===== src/core/acs_defs.vh =====
// acs_defs.vh: offsets, field positions, reset values and thresholds of the
// acquisition chain status and control block.
// assumes: included by bare name from the core design files.
`ifndef ACS_DEFS_VH
`define ACS_DEFS_VH

`define ACS_BASE_BLOCKING 12'h200
`define ACS_BASE_NONBLOCKING 12'h300
`define ACS_OFS_STAT_HI 8'h5A
`define ACS_OFS_STAT_LO 8'h5B
`define ACS_OFS_CTRL1 8'h5C

`define ACS_STAT_OPEN 7
`define ACS_STAT_VTH 4
`define ACS_STAT_ETCH 3
`define ACS_STAT_ITCH 2
`define ACS_STAT_VCH 1
`define ACS_STAT_CCH 0

`define ACS_HI_GAIN 6
`define ACS_HI_VOLT_RESULT_OVERWRITTEN 5
`define ACS_HI_CURR_RESULT_OVERWRITTEN 4
`define ACS_HI_ETM 3
`define ACS_HI_ITM 2
`define ACS_HI_VM 1
`define ACS_HI_CM 0

`define ACS_CTL_TEMP_COMPENSATION_ENABLE 7
`define ACS_CTL_VOLT_COMPENSATION_ENABLE 6
`define ACS_CTL_CURR_COMPENSATION_ENABLE 5
`define ACS_CTL_LPF 4
`define ACS_CTL_ETCH 3
`define ACS_CTL_ITCH 2
`define ACS_CTL_CVCH 1
`define ACS_CTL_AUTO_GAIN_ENABLE 0
`define ACS_MASK_SHIFT 8

`define ACS_CTRL1_RESET 8'hE1
`define ACS_STAT_HI_RESET 8'h00
`define ACS_VTH_CODE 16'hDAC0

`endif


===== src/core/acs_chain_ctrl.v =====
// acs_chain_ctrl.v: status bytes and masked-write chain control register of
// the measurement acquisition chain.
// assumes: a synchronous register port on clk_sys from the internal global
// address space; conversion events come from logic on the same clock; the
// shunt-open comparator level arrives asynchronously.
`timescale 1ns/10ps
`default_nettype none
`include "acs_defs.vh"
module acs_chain_ctrl (
    input wire clk_sys,
    input wire rst_n,
    input wire regSel,
    input wire regWr,
    input wire regWord,
    input wire [11:0] regAddr,
    input wire [15:0] regWdata,
    output reg [15:0] regRdata_q,
    output reg regAck_q,
    input wire shuntOpenRaw,
    input wire normalMode,
    input wire shunt_detect_enable,
    input wire voltStrobe,
    input wire [15:0] voltResult,
    input wire currStrobe,
    input wire voltRead,
    input wire currRead,
    input wire extTempStrobe,
    input wire intTempStrobe,
    input wire gainChangeStrobe,
    input wire [2:0] manual_gain_field,
    input wire [2:0] autoGain,
    output reg temp_compensation_enable,
    output reg volt_compensation_enable,
    output reg curr_compensation_enable,
    output reg lowpass_enable,
    output reg ext_temp_chopper,
    output reg int_temp_chopper,
    output reg volt_curr_chopper_enable,
    output reg auto_gain_enable,
    output reg [2:0] currGain_q
);
    // ----------------------------------------------------------------
    // address decode
    // ----------------------------------------------------------------
    wire [11:0] baseBlk;
    wire [11:0] baseNonBlk;
    wire inWindow;
    wire hitStatHi;
    wire hitStatLo;
    wire hitCtrl;
    wire wrStatHi;
    wire wrCtrl;
    // blocking and non-blocking windows alias onto the same registers
    assign baseBlk = `ACS_BASE_BLOCKING;
    assign baseNonBlk = `ACS_BASE_NONBLOCKING;
    assign inWindow = ({regAddr[11:8], 8'h00} == baseBlk) ||
                      ({regAddr[11:8], 8'h00} == baseNonBlk);
    assign hitStatHi = inWindow && (regAddr[7:0] == `ACS_OFS_STAT_HI);
    assign hitStatLo = inWindow && (regAddr[7:0] == `ACS_OFS_STAT_LO);
    assign hitCtrl = inWindow && (regAddr[7:0] == `ACS_OFS_CTRL1);
    assign wrStatHi = regSel && regWr && hitStatHi;
    assign wrCtrl = regSel && regWr && hitCtrl && regWord;

    // ----------------------------------------------------------------
    // shunt-open level synchroniser
    // ----------------------------------------------------------------
    reg openMeta_q;
    reg openSync_q;
    always @(posedge clk_sys or negedge rst_n) begin
        if (!rst_n) begin
            openMeta_q <= 1'b0;
            openSync_q <= 1'b0;
        end else begin
            openMeta_q <= shuntOpenRaw;
            openSync_q <= openMeta_q;
        end
    end

    // ----------------------------------------------------------------
    // chain control register
    // ----------------------------------------------------------------
    reg [7:0] ctrl_q;
    reg [7:0] ctrl_d;
    // each lower bit follows write data only where its mask bit is set
    always @* begin
        ctrl_d = ctrl_q;
        if (wrCtrl) begin
            ctrl_d = (ctrl_q & ~regWdata[15:8]) | (regWdata[7:0] & regWdata[15:8]);
        end
    end
    always @(posedge clk_sys or negedge rst_n) begin
        if (!rst_n) begin
            ctrl_q <= `ACS_CTRL1_RESET;
        end else begin
            ctrl_q <= ctrl_d;
        end
    end

    // control outputs registered from the next value so they track ctrl_q
    always @(posedge clk_sys or negedge rst_n) begin
        if (!rst_n) begin
            temp_compensation_enable <= 1'b1;
            volt_compensation_enable <= 1'b1;
            curr_compensation_enable <= 1'b1;
            lowpass_enable <= 1'b0;
            ext_temp_chopper <= 1'b0;
            int_temp_chopper <= 1'b0;
            volt_curr_chopper_enable <= 1'b0;
            auto_gain_enable <= 1'b1;
            currGain_q <= 3'h0;
        end else begin
            temp_compensation_enable <= ctrl_d[`ACS_CTL_TEMP_COMPENSATION_ENABLE];
            volt_compensation_enable <= ctrl_d[`ACS_CTL_VOLT_COMPENSATION_ENABLE];
            curr_compensation_enable <= ctrl_d[`ACS_CTL_CURR_COMPENSATION_ENABLE];
            lowpass_enable <= ctrl_d[`ACS_CTL_LPF];
            ext_temp_chopper <= ctrl_d[`ACS_CTL_ETCH];
            int_temp_chopper <= ctrl_d[`ACS_CTL_ITCH];
            volt_curr_chopper_enable <= ctrl_d[`ACS_CTL_CVCH];
            auto_gain_enable <= ctrl_d[`ACS_CTL_AUTO_GAIN_ENABLE];
            currGain_q <= ctrl_d[`ACS_CTL_AUTO_GAIN_ENABLE] ? autoGain : manual_gain_field;
        end
    end

    // ----------------------------------------------------------------
    // voltage threshold and pending-result tracking
    // ----------------------------------------------------------------
    reg voltHigh_q;
    reg voltPending_q;
    reg currPending_q;
    // threshold compared on each new voltage result
    always @(posedge clk_sys or negedge rst_n) begin
        if (!rst_n) begin
            voltHigh_q <= 1'b0;
            voltPending_q <= 1'b0;
            currPending_q <= 1'b0;
        end else begin
            if (voltStrobe) begin
                voltHigh_q <= (voltResult >= `ACS_VTH_CODE);
            end
            // a new result re-arms pending even if read in the same cycle
            if (voltStrobe) begin
                voltPending_q <= 1'b1;
            end else if (voltRead) begin
                voltPending_q <= 1'b0;
            end
            if (currStrobe) begin
                currPending_q <= 1'b1;
            end else if (currRead) begin
                currPending_q <= 1'b0;
            end
        end
    end

    // ----------------------------------------------------------------
    // high status flags, write one to clear, polled only (no irq)
    // ----------------------------------------------------------------
    wire [6:0] flagSet;
    wire [6:0] flagVal;
    assign flagSet[`ACS_HI_GAIN] = gainChangeStrobe;
    assign flagSet[`ACS_HI_VOLT_RESULT_OVERWRITTEN] = voltStrobe && voltPending_q && !voltRead;
    assign flagSet[`ACS_HI_CURR_RESULT_OVERWRITTEN] = currStrobe && currPending_q && !currRead;
    assign flagSet[`ACS_HI_ETM] = extTempStrobe;
    assign flagSet[`ACS_HI_ITM] = intTempStrobe;
    assign flagSet[`ACS_HI_VM] = voltStrobe;
    assign flagSet[`ACS_HI_CM] = currStrobe;
    genvar gi;
    generate
        for (gi = 0; gi < 7; gi = gi + 1) begin : gFlag
            acs_sticky_flag uFlag (
                .clk_sys(clk_sys),
                .rst_n(rst_n),
                .setEvt(flagSet[gi]),
                .clrEvt(wrStatHi && regWdata[gi]),
                .flag_q(flagVal[gi])
            );
        end
    endgenerate

    // ----------------------------------------------------------------
    // read data and acknowledge
    // ----------------------------------------------------------------
    reg [15:0] rdata_d;
    wire [7:0] statLo;
    // mode gating of open status left to software, bits 6-5 tied low
    assign statLo = {openSync_q, 2'b00, voltHigh_q, ctrl_q[`ACS_CTL_ETCH],
                     ctrl_q[`ACS_CTL_ITCH], ctrl_q[`ACS_CTL_CVCH],
                     ctrl_q[`ACS_CTL_CVCH]};
    always @* begin
        rdata_d = 16'h0000;
        if (hitStatHi) begin
            rdata_d = {9'h000, flagVal};
        end else if (hitStatLo) begin
            rdata_d = {8'h00, statLo};
        end else if (hitCtrl) begin
            rdata_d = {8'h00, ctrl_q};
        end
    end
    always @(posedge clk_sys or negedge rst_n) begin
        if (!rst_n) begin
            regRdata_q <= 16'h0000;
            regAck_q <= 1'b0;
        end else begin
            regAck_q <= regSel;
            if (regSel && !regWr) begin
                regRdata_q <= rdata_d;
            end
        end
    end

    // mode inputs kept for the port contract, bit 7 is not gated by them
    wire unusedBits;
    assign unusedBits = normalMode | shunt_detect_enable;
endmodule // acs_chain_ctrl
`default_nettype wire


===== src/core/acs_sticky_flag.v =====
// acs_sticky_flag.v: one hardware-set, write-one-to-clear flag.
// assumes: set and clear come from logic on clk_sys.
`timescale 1ns/10ps
`default_nettype none
module acs_sticky_flag (
    input wire clk_sys,
    input wire rst_n,
    input wire setEvt,
    input wire clrEvt,
    output reg flag_q
);
    // set wins over a clear in the same cycle
    always @(posedge clk_sys or negedge rst_n) begin
        if (!rst_n) begin
            flag_q <= 1'b0;
        end else if (setEvt) begin
            flag_q <= 1'b1;
        end else if (clrEvt) begin
            flag_q <= 1'b0;
        end
    end
endmodule // acs_sticky_flag
`default_nettype wire


===== config.mk =====
export PLATFORM = sky130hd
export DESIGN_NAME = acs_chain_ctrl
export DESIGN_NICKNAME = d
export VERILOG_FILES = /design/src/core/acs_chain_ctrl.v /design/src/core/acs_sticky_flag.v
export VERILOG_INCLUDE_DIRS = /design/src /design/src/core
export SDC_FILE = /design/constraint.sdc
export NUM_CORES = 1
export LEC_CHECK = 0
export ABC_AREA = 1
export CORE_MARGIN = 2
export CORE_UTILIZATION = 40
export DETAILED_ROUTE_END_ITERATION = 16
export DONT_BUFFER_PORTS = 1
export GPL_ROUTABILITY_DRIVEN = 0
export SETUP_SLACK_MARGIN = 0.2
export SYNTH_ARGS = -nofsm -noshare
export SYNTH_HDL_FRONTEND = slang
export SYNTH_HIERARCHICAL = 1
export SYNTH_SLANG_ARGS = --single-unit

===== constraint.sdc =====
create_clock -name clk_sys -period 1.26 [get_ports clk_sys]
set_input_delay 0.126 -clock clk_sys [delete_from_list [all_inputs] [get_ports clk_sys]]
set_output_delay 0.126 -clock clk_sys [all_outputs]
set_load 0.005 [all_outputs]

======== Word-level counts from Yosys, hierarchy flattened ========
Index checks and enable logic that the tools add are counted.
word-level totals
  output and inout bits ................... 28
  input port bits ......................... 65
  register bits ........................... 48
operators by class
  multiplexer cells ....................... 23
  bitwise operators ....................... 4
  $lt $le $gt $ge ......................... 1
  reductions and logical operators ........ 32
  equality and inequality tests ........... 5
operators by type and width
  kind                  number
  $mux 8                4
  $eq 8x7->1 const B    3
  $logic_and 1x1->1     19
  $mux 1                18
  $reduce_bool 2->1     9
  $and 8x8->8           2
  $ge 16x16->1 const B  1
  $eq 4x2->1 const B    2
  $not 8->8             1
  $or 8x8->8            1
  $logic_not 1->1       3
  $mux 3                1
  $logic_or 1x1->1      1

======== Logic depth before layout (Yosys ltp) ========
  depth after elaboration ................. 7
  depth in mapped cells ................... 11
  depth with buffers taken out ............ 11

======== Cells and area by module ========
Netlist, hierarchy kept.
by module, submodules not included
  module           area an instance (sq um)  times used  seq. area each (sq um)  cells an instance
  acs_chain_ctrl   1539.0                    1           630.6                   212
  acs_sticky_flag  40.0                      7           25.0                    5

======== Worst setup path after synthesis ========
OpenSTA, ideal clock, no wires.
  path kind ............................... register to register
  from .................................... register (tool-made name)
  to ...................................... register currGain_q[0]
  stages on the path, launching flop included .. 6
  buffers on the path ..................... 0
  slack ................................... 176 ps
  clock period less this slack ............ 1084 ps
  required time ........................... 1143 ps
  setup time .............................. 117 ps
  arrival time ............................ 967 ps
  path through ............................ dfstp_2 -> inv_1 -> o21ai_0 -> nand3_1 -> nand3_1 -> nand2_1
RTL lines
  element               RTL line              text
  end signal, assigned  acs_chain_ctrl.v:120  currGain_q <= ctrl_d[`ACS_CTL_AUTO_GAIN_ENABLE] ? autoGain : manual_gain_field;
  end, declared         acs_chain_ctrl.v:40   output reg [2:0] currGain_q

==> flow_metrics.py <==
metrics = {
    "route": {
        "ant_nets": 0,
        "first_pass_iters": 4,
        "drt_wl_total_um": 4103,
        "vias": 1567,
        "routed_via_density": 4.720,
        "drt_iter0_drc": 37,
        "drcViolationCount": 0,
        "wl_per_cell_um": 12.36,
    },
    "synth": {
        "ys_seq_elements": 32,
        "synth_area_mm2": 0.001819,
        "synth_flop_cell": "dfrtp_1",
        "synth_edf_count": 0,
        "synthCells": 247,
        "seq_area_frac_synth_pct": 44.29,
        "yosysWarnings": 6,
        "syn_avg_cell_area_um2": 7.365,
        "async_reset_ff_share_pct": 100.0,
        "yosys.cell_types.count": 26,
    },
    "worst_setup_path": {
        "cp-end-kind": "register",
        "path_class": "reg2reg",
        "arrival_ns": 1.26,
        "cp-start-kind": "register",
        "reg2reg_slack_ns": 0.17,
        "required_ns": 1.43,
        "r2r-end": "currGain_q[2]$_DFF_PN0_",
        "crit_fanout": 4,
        "ff2ff_path_depth": 5,
    },
    "power_and_ir_drop": {
        "ir_drop_uv": 526.4,
        "powerDensity_mw_per_mm2": 935.0,
        "power.total_mw": 2.072,
        "leakagePower_nw": 1.193,
    },
    "timing": {
        "tns_ns": 0,
        "finalClockSkew_ns": 0.003979,
        "hold_violations": 0,
        "fin_crit_sh_pct": 86.26,
        "setup_viol": 0,
        "finalMaxSlewViolations": 0,
        "worst_slack_ns": 0.1731,
        "fin_crit_ns": 1.087,
        "fmax_ghz": 0.9200,
        "rsz0062_at_grt": "yes",
    },
    "layout": {
        "drive_gt1_share_pct": 14.64,
        "nets": 344,
        "antenna_cells": 0,
        "fillers": 443,
        "syn2layout_area_growth_pct": 21.80,
    },
    "worst_hold_path": {
        "holdPathStages": 2,
        "worstHoldPathType": "in2reg",
        "hp-start": "regWord",
    },
    "cts": {
        "cts_root_buf": "clkbuf_8",
        "cts.sinks": 32,
        "h-tree-depth": 2,
        "clk_pin_slew_worst_paths_ns": 0.06,
        "cts-buffers-inserted": 5,
        "max-clock-path-buffers": 2,
        "tritoncts": "built",
        "clock_latency_ns": 0.28,
    },
    "die": {
        "dieArea_mm2": 0.005104,
        "core.rowCount": 24,
        "fp.dieW_um": 71.44,
        "die_h_um": 71.44,
        "ioPinCount": 93,
        "core_mm2": 0.004354,
        "initial_utilization_pct": 41.78,
    },
    "global_route": {
        "grt_max_degree": 33,
        "grt-ovfl-total": 0,
        "grt_pass1_vias": 1564,
        "grt_use_total_pct": 17.36,
        "antenna_found_initial": 0,
        "grt_pass1_wl_um": 6982,
    },
    "place": {
        "dp_slack_ns": 0.1256,
        "io_buffers": 0,
        "dpl.hpwl_um": 3161,
    },
    "outcome": {
        "run_status": "finished clean",
    },
    "flow_run": {
        "cap_violations": 0,
    },
}
report_power, final:
part           switching [mW]  total, mW  internal (mW)
clock network           0.370      0.806          0.435
registers              0.0165       1.07           1.06
logic                   0.106      0.194         0.0878
total                   0.493       2.07           1.58
critical path, stage by stage (launching register included):
cell and delay (ns):
dfstp_2 0.54, inv_2 0.04, o21ai_2 0.12, nand3_2 0.14, nand3_2 0.10, nand2_1 0.05
cells in the final DEF (no fill, tap or decap), drive strengths merged:
master       instances
o21bai               4
conb                 8
and3                 1
clkbuf               6
a31oi                2
dfstp                4
o21a                 1
dfrtp               28
nor2                23
nand2               67
buf                  9
clkinv               2
dlygate4sd3         19
nand4               11
nand3               23
o21ai               10
inv                 59
a21oi                1
nor3                 2
cell type report:
cell class | instances | area [um2] | area share, %
clock buffers | 6 | 82.58 | 3.727
clock inverters | 2 | 10.01 | 0.4517
inverters | 59 | 221.5 | 9.994
multi-input cells | 153 | 760.7 | 34.33
flip-flops and latches | 32 | 805.8 | 36.36
well taps | 52 | 65.06 | 2.936
repair buffers | 28 | 270.3 | 12.20
layer usage:
metal / wire [um] / part of all wire [%] / GRT usage (%)
met5: 0 / 0 / 0
met4: 65 / 1.6 / 5.451
met3: 364 / 8.9 / 6.610
met2: 1900 / 46 / 28.81
met1: 1773 / 43 / 20.86
synth_stat cells (2+ instances only):
cell type / number / area (um2)
buf_4: 8 / 60.06
nand3_1: 20 / 100.1
dfstp_2: 4 / 105.1
inv_1: 57 / 214.0
nor3_1: 2 / 10.01
o21ai_0: 7 / 35.03
nand4_1: 10 / 62.56
o21bai_1: 4 / 30.03
nand2_2: 3 / 18.77
nand3_2: 3 / 30.03
nor2_4: 4 / 45.04
dfrtp_1: 28 / 700.7
o21ai_1: 3 / 15.01
nand2_1: 63 / 236.5
inv_2: 2 / 7.510
a31oi_1: 2 / 12.51
nor2_1: 18 / 67.56
worst max path at each step:
stage                     from  slack, ns  cells after the start                           endpoint
floorplan             register       0.19                      5            currGain_q[0]$_DFF_PN0_
global placement      register       0.15                      5            currGain_q[0]$_DFF_PN0_
detailed placement  regAddr[2]       0.13                     10  gFlag[0].uFlag/flag_q$_DFFE_PN0P_
CTS                   register       0.15                      5            currGain_q[0]$_DFF_PN0_
global route          register       0.11                      5            currGain_q[1]$_DFF_PN0_
finish                register       0.17                      5            currGain_q[2]$_DFF_PN0_
per-stage QoR:
stage	instances	hold WS [ns]	area, um2	utilization [%]
after global routing	332	0.02722	2216	50.89
after CTS	332	0.002412	2197	50.46
final	332	0.001951	2216	50.89
after global placement	304	-0.1688	1894	43.51
after detailed placement	304	-0.1689	1894	43.51
after floorplan	254	-0.1696	1846	-
what timing repair did:
action	CTS	global route
pin swaps	2	2
gates resized for setup	0	6
hold buffers	20	0
endpoints found under the hold margin	48	0
buffers inserted	0	0
gates cloned	0	0
setup endpoints to repair	3	6
kinds of logic after synthesis:
group | synth area share [%]
buf+inv | 16.37
simple gates | 33.36
other cells | 0.2061
compound gates | 5.777
flops | 44.29
Power figures use the tool's default switching activity.
